==> src/logic/csw_defines.vh <==
// constants for the control/status word block: offsets, fields, modes
// assumes byte-wide access to the process image, most-significant byte first
//
// How it works
// - after reset both words are absent; configuration alone makes them appear
// - status word at input bytes 0x000-0x001, control word at output 0x200-0x201
// - words held most-significant byte first; lower address carries the high byte
// - enabled with start-up lock: no sub-network exchange until control data-valid set
// - disabled or no-lock: exchange starts as soon as fieldbus is online
// - status data-valid set means both directions exchange valid data
// - gateway never clears status data-valid on its own while online
// - status bit 13 set once every transaction completed successfully once
// - status bits 12..8 hold last report code, low byte its data
`ifndef CSW_DEFINES_VH
`define CSW_DEFINES_VH

// ==========================================
// process image offsets
`define CSW_ADDR_W        10
`define CSW_STAT_HI_ADDR  10'h000
`define CSW_STAT_LO_ADDR  10'h001
`define CSW_CTRL_HI_ADDR  10'h200
`define CSW_CTRL_LO_ADDR  10'h201

// ==========================================
// word fields
`define CSW_STAT_DV_BIT   13
`define CSW_CTRL_DV_BIT   13
`define CSW_CODE_W        5
`define CSW_WORD_RESET    16'h0000
`define CSW_CODE_RESET    5'h1f

// ==========================================
// configuration modes
`define CSW_MODE_OFF      2'h0
`define CSW_MODE_LOCK     2'h1
`define CSW_MODE_NOLOCK   2'h2

`endif

==> src/logic/csw_status_word.v <==
// status word register: data-valid flag, last report code and data
// assumes report strobes and completion level synchronous to mclk
`timescale 1ns/1ps
`default_nettype none
`include "csw_defines.vh"

module csw_status_word (
  // clock and reset
  input  wire        mclk,
  input  wire        rst_n,
  // gateway state
  input  wire        online,
  input  wire        exch_en,
  input  wire        all_txn_done,
  // status report
  input  wire        rpt_valid,
  input  wire [4:0]  rpt_code,
  input  wire [7:0]  rpt_data,
  // word out
  output reg  [15:0] status_word_r
);

  reg  [15:0] status_word_nxt;

  always @* begin
    status_word_nxt = status_word_r;
    if (rpt_valid) begin
      status_word_nxt[12:8] = rpt_code;
      status_word_nxt[7:0]  = rpt_data;
    end
    if (!online) begin
      status_word_nxt[`CSW_STAT_DV_BIT] = 1'b0;
    end else if (exch_en && all_txn_done) begin
      status_word_nxt[`CSW_STAT_DV_BIT] = 1'b1;
    end
    // no other path clears the flag while online
  end

  always @(posedge mclk or negedge rst_n) begin
    if (!rst_n) begin
      // bits 15..13 start clear, code starts at no-error
      status_word_r <= {3'h0, `CSW_CODE_RESET, 8'h00};
    end else begin
      status_word_r <= status_word_nxt;
    end
  end

endmodule // csw_status_word
`default_nettype wire

==> src/logic/csw_ctrl_status.v <==
// control/status word block: process image decode, control word, start-up lock
// assumes one byte access per cycle from the fieldbus side, synchronous to mclk
`timescale 1ns/1ps
`default_nettype none
`include "csw_defines.vh"

module csw_ctrl_status (
  // clock and reset
  input  wire        mclk,
  input  wire        rstn,
  // configuration
  input  wire [1:0]  cfg_mode,
  // fieldbus link and process image access
  input  wire        fb_online,
  input  wire        fb_wr,
  input  wire        fb_rd,
  input  wire [9:0]  fb_addr,
  input  wire [7:0]  fb_wdata,
  output reg  [7:0]  fb_rdata_r,
  output reg         fb_hit_r,
  // sub-network side
  input  wire        all_txn_done,
  input  wire        rpt_valid,
  input  wire [4:0]  rpt_code,
  input  wire [7:0]  rpt_data,
  output reg         exch_en_r,
  output reg         words_present_r,
  output reg  [15:0] ctrl_word_r,
  output wire [15:0] status_word
);

  // ==========================================
  // reset release
  reg        rst_s1_r;
  reg        rst_s2_r;
  wire       rst_n;

  always @(posedge mclk or negedge rstn) begin
    if (!rstn) begin
      rst_s1_r <= 1'b0;
      rst_s2_r <= 1'b0;
    end else begin
      rst_s1_r <= 1'b1;
      rst_s2_r <= rst_s1_r;
    end
  end
  assign rst_n = rst_s2_r;

  // ==========================================
  // decode helpers
  function is_addr;
    input [9:0] a;
    input [9:0] b;
    begin
      is_addr = (a == b);
    end
  endfunction

  // ==========================================
  // configuration and states
  localparam [2:0] ST_OFFLINE = 3'b001;
  localparam [2:0] ST_LOCKED  = 3'b010;
  localparam [2:0] ST_EXCH    = 3'b100;

  reg  [1:0] mode_r;
  reg  [2:0] state_r;
  reg  [2:0] state_nxt;
  wire       present;
  wire       locked_mode;

  assign present     = (mode_r == `CSW_MODE_LOCK) || (mode_r == `CSW_MODE_NOLOCK);
  assign locked_mode = (mode_r == `CSW_MODE_LOCK);

  always @* begin
    state_nxt = state_r;
    case (state_r)
      ST_OFFLINE: begin
        if (fb_online) begin
          state_nxt = locked_mode ? ST_LOCKED : ST_EXCH;
        end
      end
      ST_LOCKED: begin
        if (!fb_online) begin
          state_nxt = ST_OFFLINE;
        end else if (!locked_mode || ctrl_word_r[`CSW_CTRL_DV_BIT]) begin
          state_nxt = ST_EXCH;
        end
      end
      ST_EXCH: begin
        if (!fb_online) begin
          state_nxt = ST_OFFLINE;
        end
      end
      default: begin
        state_nxt = ST_OFFLINE;
      end
    endcase
  end

  always @(posedge mclk or negedge rst_n) begin
    if (!rst_n) begin
      mode_r          <= `CSW_MODE_OFF;
      state_r         <= ST_OFFLINE;
      exch_en_r       <= 1'b0;
      words_present_r <= 1'b0;
    end else begin
      mode_r          <= cfg_mode;
      state_r         <= state_nxt;
      exch_en_r       <= (state_nxt == ST_EXCH);
      words_present_r <= present;
    end
  end

  // ==========================================
  // control word and read path
  wire       hit_stat_hi;
  wire       hit_stat_lo;
  wire       hit_ctrl_hi;
  wire       hit_ctrl_lo;
  reg  [15:0] ctrl_word_nxt;
  reg  [7:0]  rdata_nxt;
  reg         hit_nxt;

  assign hit_stat_hi = present && is_addr(fb_addr, `CSW_STAT_HI_ADDR);
  assign hit_stat_lo = present && is_addr(fb_addr, `CSW_STAT_LO_ADDR);
  assign hit_ctrl_hi = present && is_addr(fb_addr, `CSW_CTRL_HI_ADDR);
  assign hit_ctrl_lo = present && is_addr(fb_addr, `CSW_CTRL_LO_ADDR);

  always @* begin
    ctrl_word_nxt = ctrl_word_r;
    rdata_nxt     = 8'h00;
    hit_nxt       = 1'b0;
    if (fb_wr && hit_ctrl_hi) begin
      ctrl_word_nxt[15:8] = fb_wdata;
    end
    if (fb_wr && hit_ctrl_lo) begin
      ctrl_word_nxt[7:0] = fb_wdata;
    end
    // status word is read only; writes there fall away
    if (fb_rd || fb_wr) begin
      hit_nxt = hit_stat_hi || hit_stat_lo || hit_ctrl_hi || hit_ctrl_lo;
    end
    if (fb_rd) begin
      if (hit_stat_hi) begin
        rdata_nxt = status_word[15:8];
      end else if (hit_stat_lo) begin
        rdata_nxt = status_word[7:0];
      end else if (hit_ctrl_hi) begin
        rdata_nxt = ctrl_word_r[15:8];
      end else if (hit_ctrl_lo) begin
        rdata_nxt = ctrl_word_r[7:0];
      end
    end
  end

  always @(posedge mclk or negedge rst_n) begin
    if (!rst_n) begin
      ctrl_word_r <= `CSW_WORD_RESET;
      fb_rdata_r  <= 8'h00;
      fb_hit_r    <= 1'b0;
    end else begin
      ctrl_word_r <= ctrl_word_nxt;
      fb_rdata_r  <= rdata_nxt;
      fb_hit_r    <= hit_nxt;
    end
  end

  // ==========================================
  // status word
  // data-valid flag marks full exchange
  csw_status_word u_status (
    .mclk          (mclk),
    .rst_n         (rst_n),
    .online        (fb_online),
    .exch_en       (exch_en_r),
    .all_txn_done  (all_txn_done),
    .rpt_valid     (rpt_valid),
    .rpt_code      (rpt_code),
    .rpt_data      (rpt_data),
    .status_word_r (status_word)
  );

endmodule // csw_ctrl_status
`default_nettype wire

==> config.mk <==
export PLATFORM = sky130hd
export DESIGN_NAME = csw_ctrl_status
export DESIGN_NICKNAME = d
export VERILOG_FILES = /design/src/logic/csw_status_word.v /design/src/logic/csw_ctrl_status.v
export VERILOG_INCLUDE_DIRS = /design/src /design/src/logic
export SDC_FILE = /design/constraint.sdc
export NUM_CORES = 1
export LEC_CHECK = 0
export BUFFER_PORTS_ARGS = -buffer_cell sky130_fd_sc_hd__buf_2
export CAP_MARGIN = 15
export CORE_ASPECT_RATIO = 0.5
export CORE_MARGIN = 4
export CORE_UTILIZATION = 28
export DETAILED_ROUTE_END_ITERATION = 12
export PLACE_DENSITY_LB_ADDON = 0.2
export SKIP_LAST_GASP = 1
export SYNTH_ARGS = -nofsm -noshare
export SYNTH_HDL_FRONTEND = slang
export SYNTH_SLANG_ARGS = --single-unit
==> constraint.sdc <==
create_clock -name mclk -period 2.1 [get_ports mclk]
set_input_delay 0 -clock mclk [delete_from_list [all_inputs] [get_ports mclk]]
set_output_delay 0 -clock mclk [all_outputs]
set_load 0.1 [all_outputs]
==> flow_summary.json, run 1 <==
{
  "synth_edf_count": 0,
  "leakagePower_nw": 1.50,
  "use_met3_pct": 3.20,
  "clk_path_buf_depth": 2,
  "fin_nets": 284,
  "synth_cell_types": 30,
  "core_area_mm2": 0.00688,
  "root_buffer": "clkbuf_16",
  "clkTransAtPathRegs_ns": 0.06,
  "path_class": "flop to flop",
  "fin_worst_skew_ns": 0.00529,
  "start_util_pct": 29.7,
  "drc": 0,
  "die_y_um": 68.4,
  "grt_pass1_wl_um": 7890,
  "ff2ff_path_depth": 6,
  "final_area_mm2": 0.00297,
  "ant_nets": 0,
  "grt_most_used_layer": "met2",
  "drv_slew": 0,
  "start_kind": "flop",
  "power_per_cell_area_mw_per_mm2": 825,
  "synth_fa_ha_area_share_pct": 0.612,
  "io_buffers": 80,
  "hp-class": "input pin to asynchronous set/reset pin",
  "area_growth_pct": 45.3,
  "critical_path.slowest_cell": "dfrtp_1",
  "dr.pass1.iters": 4,
  "cts.sink_count": 48,
  "synth_cells": 132,
  "synthArstFlopShare_pct": 100,
  "dpl.hpwl_um": 3630,
  "h-tree-depth": 2,
  "crit_path_cell_trace": "ha_1 -> inv_1 -> and3_1 -> and4b_1 -> buf_4 -> mux2_4",
  "first_iter_violations": 39,
  "rows": 21,
  "ys_seq_elements": 48,
  "r2r-start": "mode_r[0]",
  "layout_min_cycle_time_ns": 1.91,
  "synth-xor-area-share_pct": 0.429,
  "fin_tns_setup_ns": 0,
  "grtUsageMet1_pct": 15.0,
  "grt-ovfl-total": 0,
  "crit_arrival_ns": 2.08,
  "peakVddDrop_mv": 0.306,
  "tightest_slew_ns": 0.587,
  "die_w_um": 129,
  "yosysMostFrequentCell": "dfrtp_1",
  "routed-via-count": 1466,
  "slew_headroom_pct": 60.9,
  "placed_cell_area_mm2": 0.00253,
  "grt_usage_pct": 12.1,
  "drive_above_1_share_pct": 57.8,
  "io_pins": 83,
  "post_cts_resized": 0,
  "cap_violations": 0,
  "post_cts_buffers": 0,
  "netlist.area_leader.share_pct": 51.4,
  "insertion_delay_ns": 0.28,
  "synth_flop_cell": "dfrtp_1",
  "antenna_found_initial": 0,
  "path_max_fanout": 8,
  "status": "finished, final reports clean",
  "fmax_ghz": 0.523,
  "ys_seq_area_share_pct": 59.2,
  "worstSetupEndpointType": "flop",
  "antenna_cells": 0,
  "die-area_mm2": 0.00881,
  "synthTopCellsByCount": "dfrtp_1 (42), mux2_2 (23), mux2_4 (8)",
  "grtUsageMet2_pct": 20.7,
  "yosys.area.top_type": "dfrtp_1",
  "numCtsBuffers": 5,
  "grt_setup_unrepaired": "false",
  "worst-endpoint-required_ns": 2.26,
  "cts_tree": "yes",
  "synthTopCellsByArea": "dfrtp_1 (51%), mux2_2 (13%), dfstp_2 (7.7%)",
  "grt_max_degree": 47,
  "synth_top_family_by_area": "multiplexers",
  "syn_area_mm2": 0.00204,
  "hold_viol": 0,
  "syn_avg_cell_area_um2": 15.5,
  "synthSimpleGateAreaFrac_pct": 7.96,
  "synth.area.mux_share_pct": 25.7,
  "yosysWarnings": 0,
  "fin_crit_sh_pct": 91.1,
  "synth-compound-area-share_pct": 2.94,
  "cp_slowest_stage_delay_ns": 0.37,
  "critPathLaunch": "mode_r[0]",
  "gp_congestion": 0.689,
  "routed_wirelength_um": 5020,
  "finalSetupViolations": 0,
  "grt_pass1_vias": 1517,
  "nFillCells": 653,
  "routed_via_density": 4.36,
  "routedWlPerCell_um": 14.9
}
## where the power goes
part	switching, W	internal (W)
clock network	0.000317	0.000560
logic	0.000389	0.000156
registers	0.0000419	0.000987
total	0.000747	0.00170
## final timing paths
path | slack, ns | end
min reg2reg | 0.34 | u_status.status_word_r[7]
min in group mclk | 0.05 | fb_rdata_r[6]
max | 0.19 | ctrl_word_r[14]
min | 0.03 | rst_s1_r
max reg2reg | 0.19 | ctrl_word_r[14]
max in group asynchronous | 1.35 | u_status.status_word_r[6]
## what timing repair did
action                                  in CTS  in global routing
endpoints found under the setup margin       0                  0
hold buffers                                27                  0
endpoints found under the hold margin       39                  0
## cells in the final DEF (no fill, tap or decap), types with 2 or more instances in the layout
cell type      count
nor2b_1            4
mux4_2             6
dfstp_2            6
a22oi_1            2
clkbuf_16          5
o21a_1             3
conb_1             3
nand2_1            2
mux2_4             8
a21oi_1            2
mux2_2            23
dlygate4sd3_1     27
dfrtp_1           41
inv_1              2
and3_2             6
nor4_1             2
nor2_1             4
buf_2             80
buf_4              3
## registers in the layout, summed over array words and instances (netlist names)
name	count
ctrl_word_r	16
u_status.status_word_r	14
fb_rdata_r	8
state_r	3
mode_r	2
exch_en_r	1
fb_hit_r	1
rst_n	1
rst_s1_r	1
words_present_r	1
## stage by stage
step	cells	setup slack, ns	hold slack [ns]	util [%]	total power, W
2_1_floorplan	133	0.384	-0.296	-	0.00144
3_3_place_gp	301	0.292	-0.213	36.8	0.00155
3_5_place_dp	301	0.218	-0.211	36.8	0.00156
4_1_cts	336	0.207	0.0237	43.1	0.00249
5_1_grt	336	0.152	0.0397	43.1	0.00256
6_report	336	0.186	0.0309	43.1	0.00245
## area by class of cell
type                            count  area, µm²  share of cell area (%)
Clock inverter                      2       35.0                    1.18
Tap cell                           92        115                    3.88
Inverter                            2       7.51                   0.253
Multi-Input combinational cell     76        779                    26.3
Sequential cell                    48       1210                    40.8
Clock buffer                        6        129                    4.34
Timing Repair Buffer              110        693                    23.3
## logic make-up (layout without fill, tap and decap cells)
| logic type | Yosys count | in the layout |
|---|---|---|
| flops | 48 | 48 |
| fa+ha+maj | 1 | 1 |
| other cells | 2 | 3 |
| simple gates | 24 | 24 |
| xor+xnor | 1 | 1 |
| mux | 38 | 38 |
| compound gates | 9 | 9 |
| buf+inv | 9 | 120 |
## worst max-delay path, delay by kind of cell, from the launching register on
family | cells | cell delay (ns)
buf+inv | 2 | 0.28
flops | 1 | 0.37
fa+ha+maj | 1 | 0.30
mux | 1 | 0.32
simple gates | 2 | 0.54
## routing by layer
layer,vias up,wire (µm)
met1,725,2280
met3,4,239
met2,36,2460
met4,0,44
met5,-,0
li1,701,-
Power figures use the tool's default switching activity.
==> run 2, diff against run 1 <==
--- a/config.mk
+++ b/config.mk
@@ -12,6 +12,7 @@
 export CORE_MARGIN = 4
 export CORE_UTILIZATION = 28
 export DETAILED_ROUTE_END_ITERATION = 12
+export GPL_TIMING_DRIVEN = 0
 export PLACE_DENSITY_LB_ADDON = 0.2
 export SKIP_LAST_GASP = 1
 export SYNTH_ARGS = -nofsm -noshare
==> flow_summary.json, run 2 (synthesis gave the netlist of run 1 again) <==
{
  "status": "finished, final reports clean",
  "drv_slew": 0,
  "grt_setup_unrepaired": "false",
  "regMostFlops": "ctrl_word_r",
  "cap_violations": 0,
  "cts_tree": "yes",
  "antenna_found_initial": 0,
  "antenna_cells": 0,
  "peakVddDrop_mv": 0.262,
  "routed_via_density": 4.28,
  "hp-class": "input pin to flop",
  "largest_reg_flops": 16,
  "ant_nets": 0,
  "whs_ns": 0.0136,
  "gp_congestion": 0.763,
  "slew_headroom_pct": 44.5,
  "grt-ovfl-total": 0,
  "path_max_fanout": 10,
  "h-tree-depth": 2,
  "rows": 21,
  "die_y_um": 68.4,
  "tightest_slew_ns": 0.832,
  "start_util_pct": 29.7,
  "dpl.hpwl_um": 3590,
  "final_cells": 341,
  "insertion_delay_ns": 0.28,
  "worstSetupEndpointType": "flop",
  "fin_tns_setup_ns": 0,
  "grt_pass1_wl_um": 8070,
  "final_cell_mix": "buf_2 (82), dfrtp_1 (41), dlygate4sd3_1 (27)",
  "crit_arrival_ns": 2.03,
  "finalSetupViolations": 0,
  "fin_worst_skew_ns": 0.00536,
  "core_area_mm2": 0.00688,
  "io_pins": 83,
  "final_area_mm2": 0.00300,
  "area_growth_pct": 46.8,
  "routed-via-count": 1458,
  "root_buffer": "clkbuf_16",
  "fmax_ghz": 0.536,
  "drive_above_1_share_pct": 57.8,
  "cts.sink_count": 48,
  "dr.pass1.iters": 4,
  "leakagePower_nw": 1.52,
  "start_kind": "flop",
  "die-area_mm2": 0.00881,
  "hold_viol": 0,
  "postLayoutCoreUtil_pct": 43.6,
  "routed_wirelength_um": 5130,
  "grt_max_degree": 36,
  "power_per_cell_area_mw_per_mm2": 795,
  "fin_nets": 289,
  "clkTransAtPathRegs_ns": 0.06,
  "grt_pass1_vias": 1496,
  "first_iter_violations": 53,
  "layout_min_cycle_time_ns": 1.87,
  "grt_usage_pct": 12.4,
  "path_class": "flop to flop",
  "clk_path_buf_depth": 2,
  "fin_crit_sh_pct": 88.9,
  "layout_commonest_cell": "buf_2",
  "reg_top3": "ctrl_word_r (16), u_status.status_word_r (14), fb_rdata_r (8)",
  "numCtsBuffers": 5,
  "drc": 0,
  "routedWlPerCell_um": 15.1,
  "die_w_um": 129,
  "io_buffers": 80,
  "worst-endpoint-required_ns": 2.27,
  "dp_cells": 306,
  "placed_cell_area_mm2": 0.00258
}
-- run 2: cell types whose count changed in the layout (fill, tap and decap cells not counted), sizes merged --
cell,delta
clkbuf,+2
clkinv,-1
bufinv,-1
buf,+5
-- run 2: report_power, final --
group          internal, W  switching, W
clock             0.000475      0.000328
combinational     0.000163      0.000384
sequential        0.000987     0.0000485
-- run 2: worst paths after layout --
| check | cells after the start | slack (ns) | end | startpoint |
|---|---|---|---|---|
| worst max-delay path | 7 | 0.23 | ctrl_word_r[12] | mode_r[0] |
| worst min-delay path | 2 | 0.01 | u_status.status_word_r[0] | rpt_valid |
| worst max register to register | 7 | 0.23 | ctrl_word_r[12] | mode_r[0] |
| worst min register to register | 0 | 0.15 | ctrl_word_r[7] | rst_n |
| max in group asynchronous | 1 | 1.40 | u_status.status_word_r[8] | rst_n |
| min in group asynchronous | 2 | 0.02 | rst_n | rstn |
-- run 2: area by class of cell --
type	instances	area, µm²
clock buffer	8	146
multi-input combinational	76	779
tap	92	115
sequential	48	1210
inverter	2	7.51
buffer	7	51.3
timing repair buffer	108	691
fill	670	3880
-- run 2: stage by stage --
stage                     setup WS, ns  total power [W]
final                            0.233          0.00239
after global routing             0.123          0.00249
after CTS                        0.212          0.00243
after detailed placement         0.230          0.00157
after global placement          0.0805          0.00155
after floorplan                  0.384          0.00144
-- run 2: layer usage --
metal / GRT usage (%) / routed length, µm / up-vias
li1: - / - / 707
met1: 16.3 / 2350 / 701
met2: 19.8 / 2440 / 44
met3: 3.35 / 274 / 6
met4: 4.45 / 74 / 0
met5: 0 / 0 / -
-- run 2: timing repair --
action,in CTS,in global routing
hold buffers,27,0
buffers inserted,0,0
hold endpoints to repair,39,0
gates resized for setup,0,0
-- run 2: critical path: stages (launching register included) --
cell and delay [ns]:
dfrtp_1 0.36, ha_1 0.28, inv_1 0.06, and3_1 0.17
buf_6 0.16, and4b_1 0.22, buf_6 0.18, mux2_4 0.31
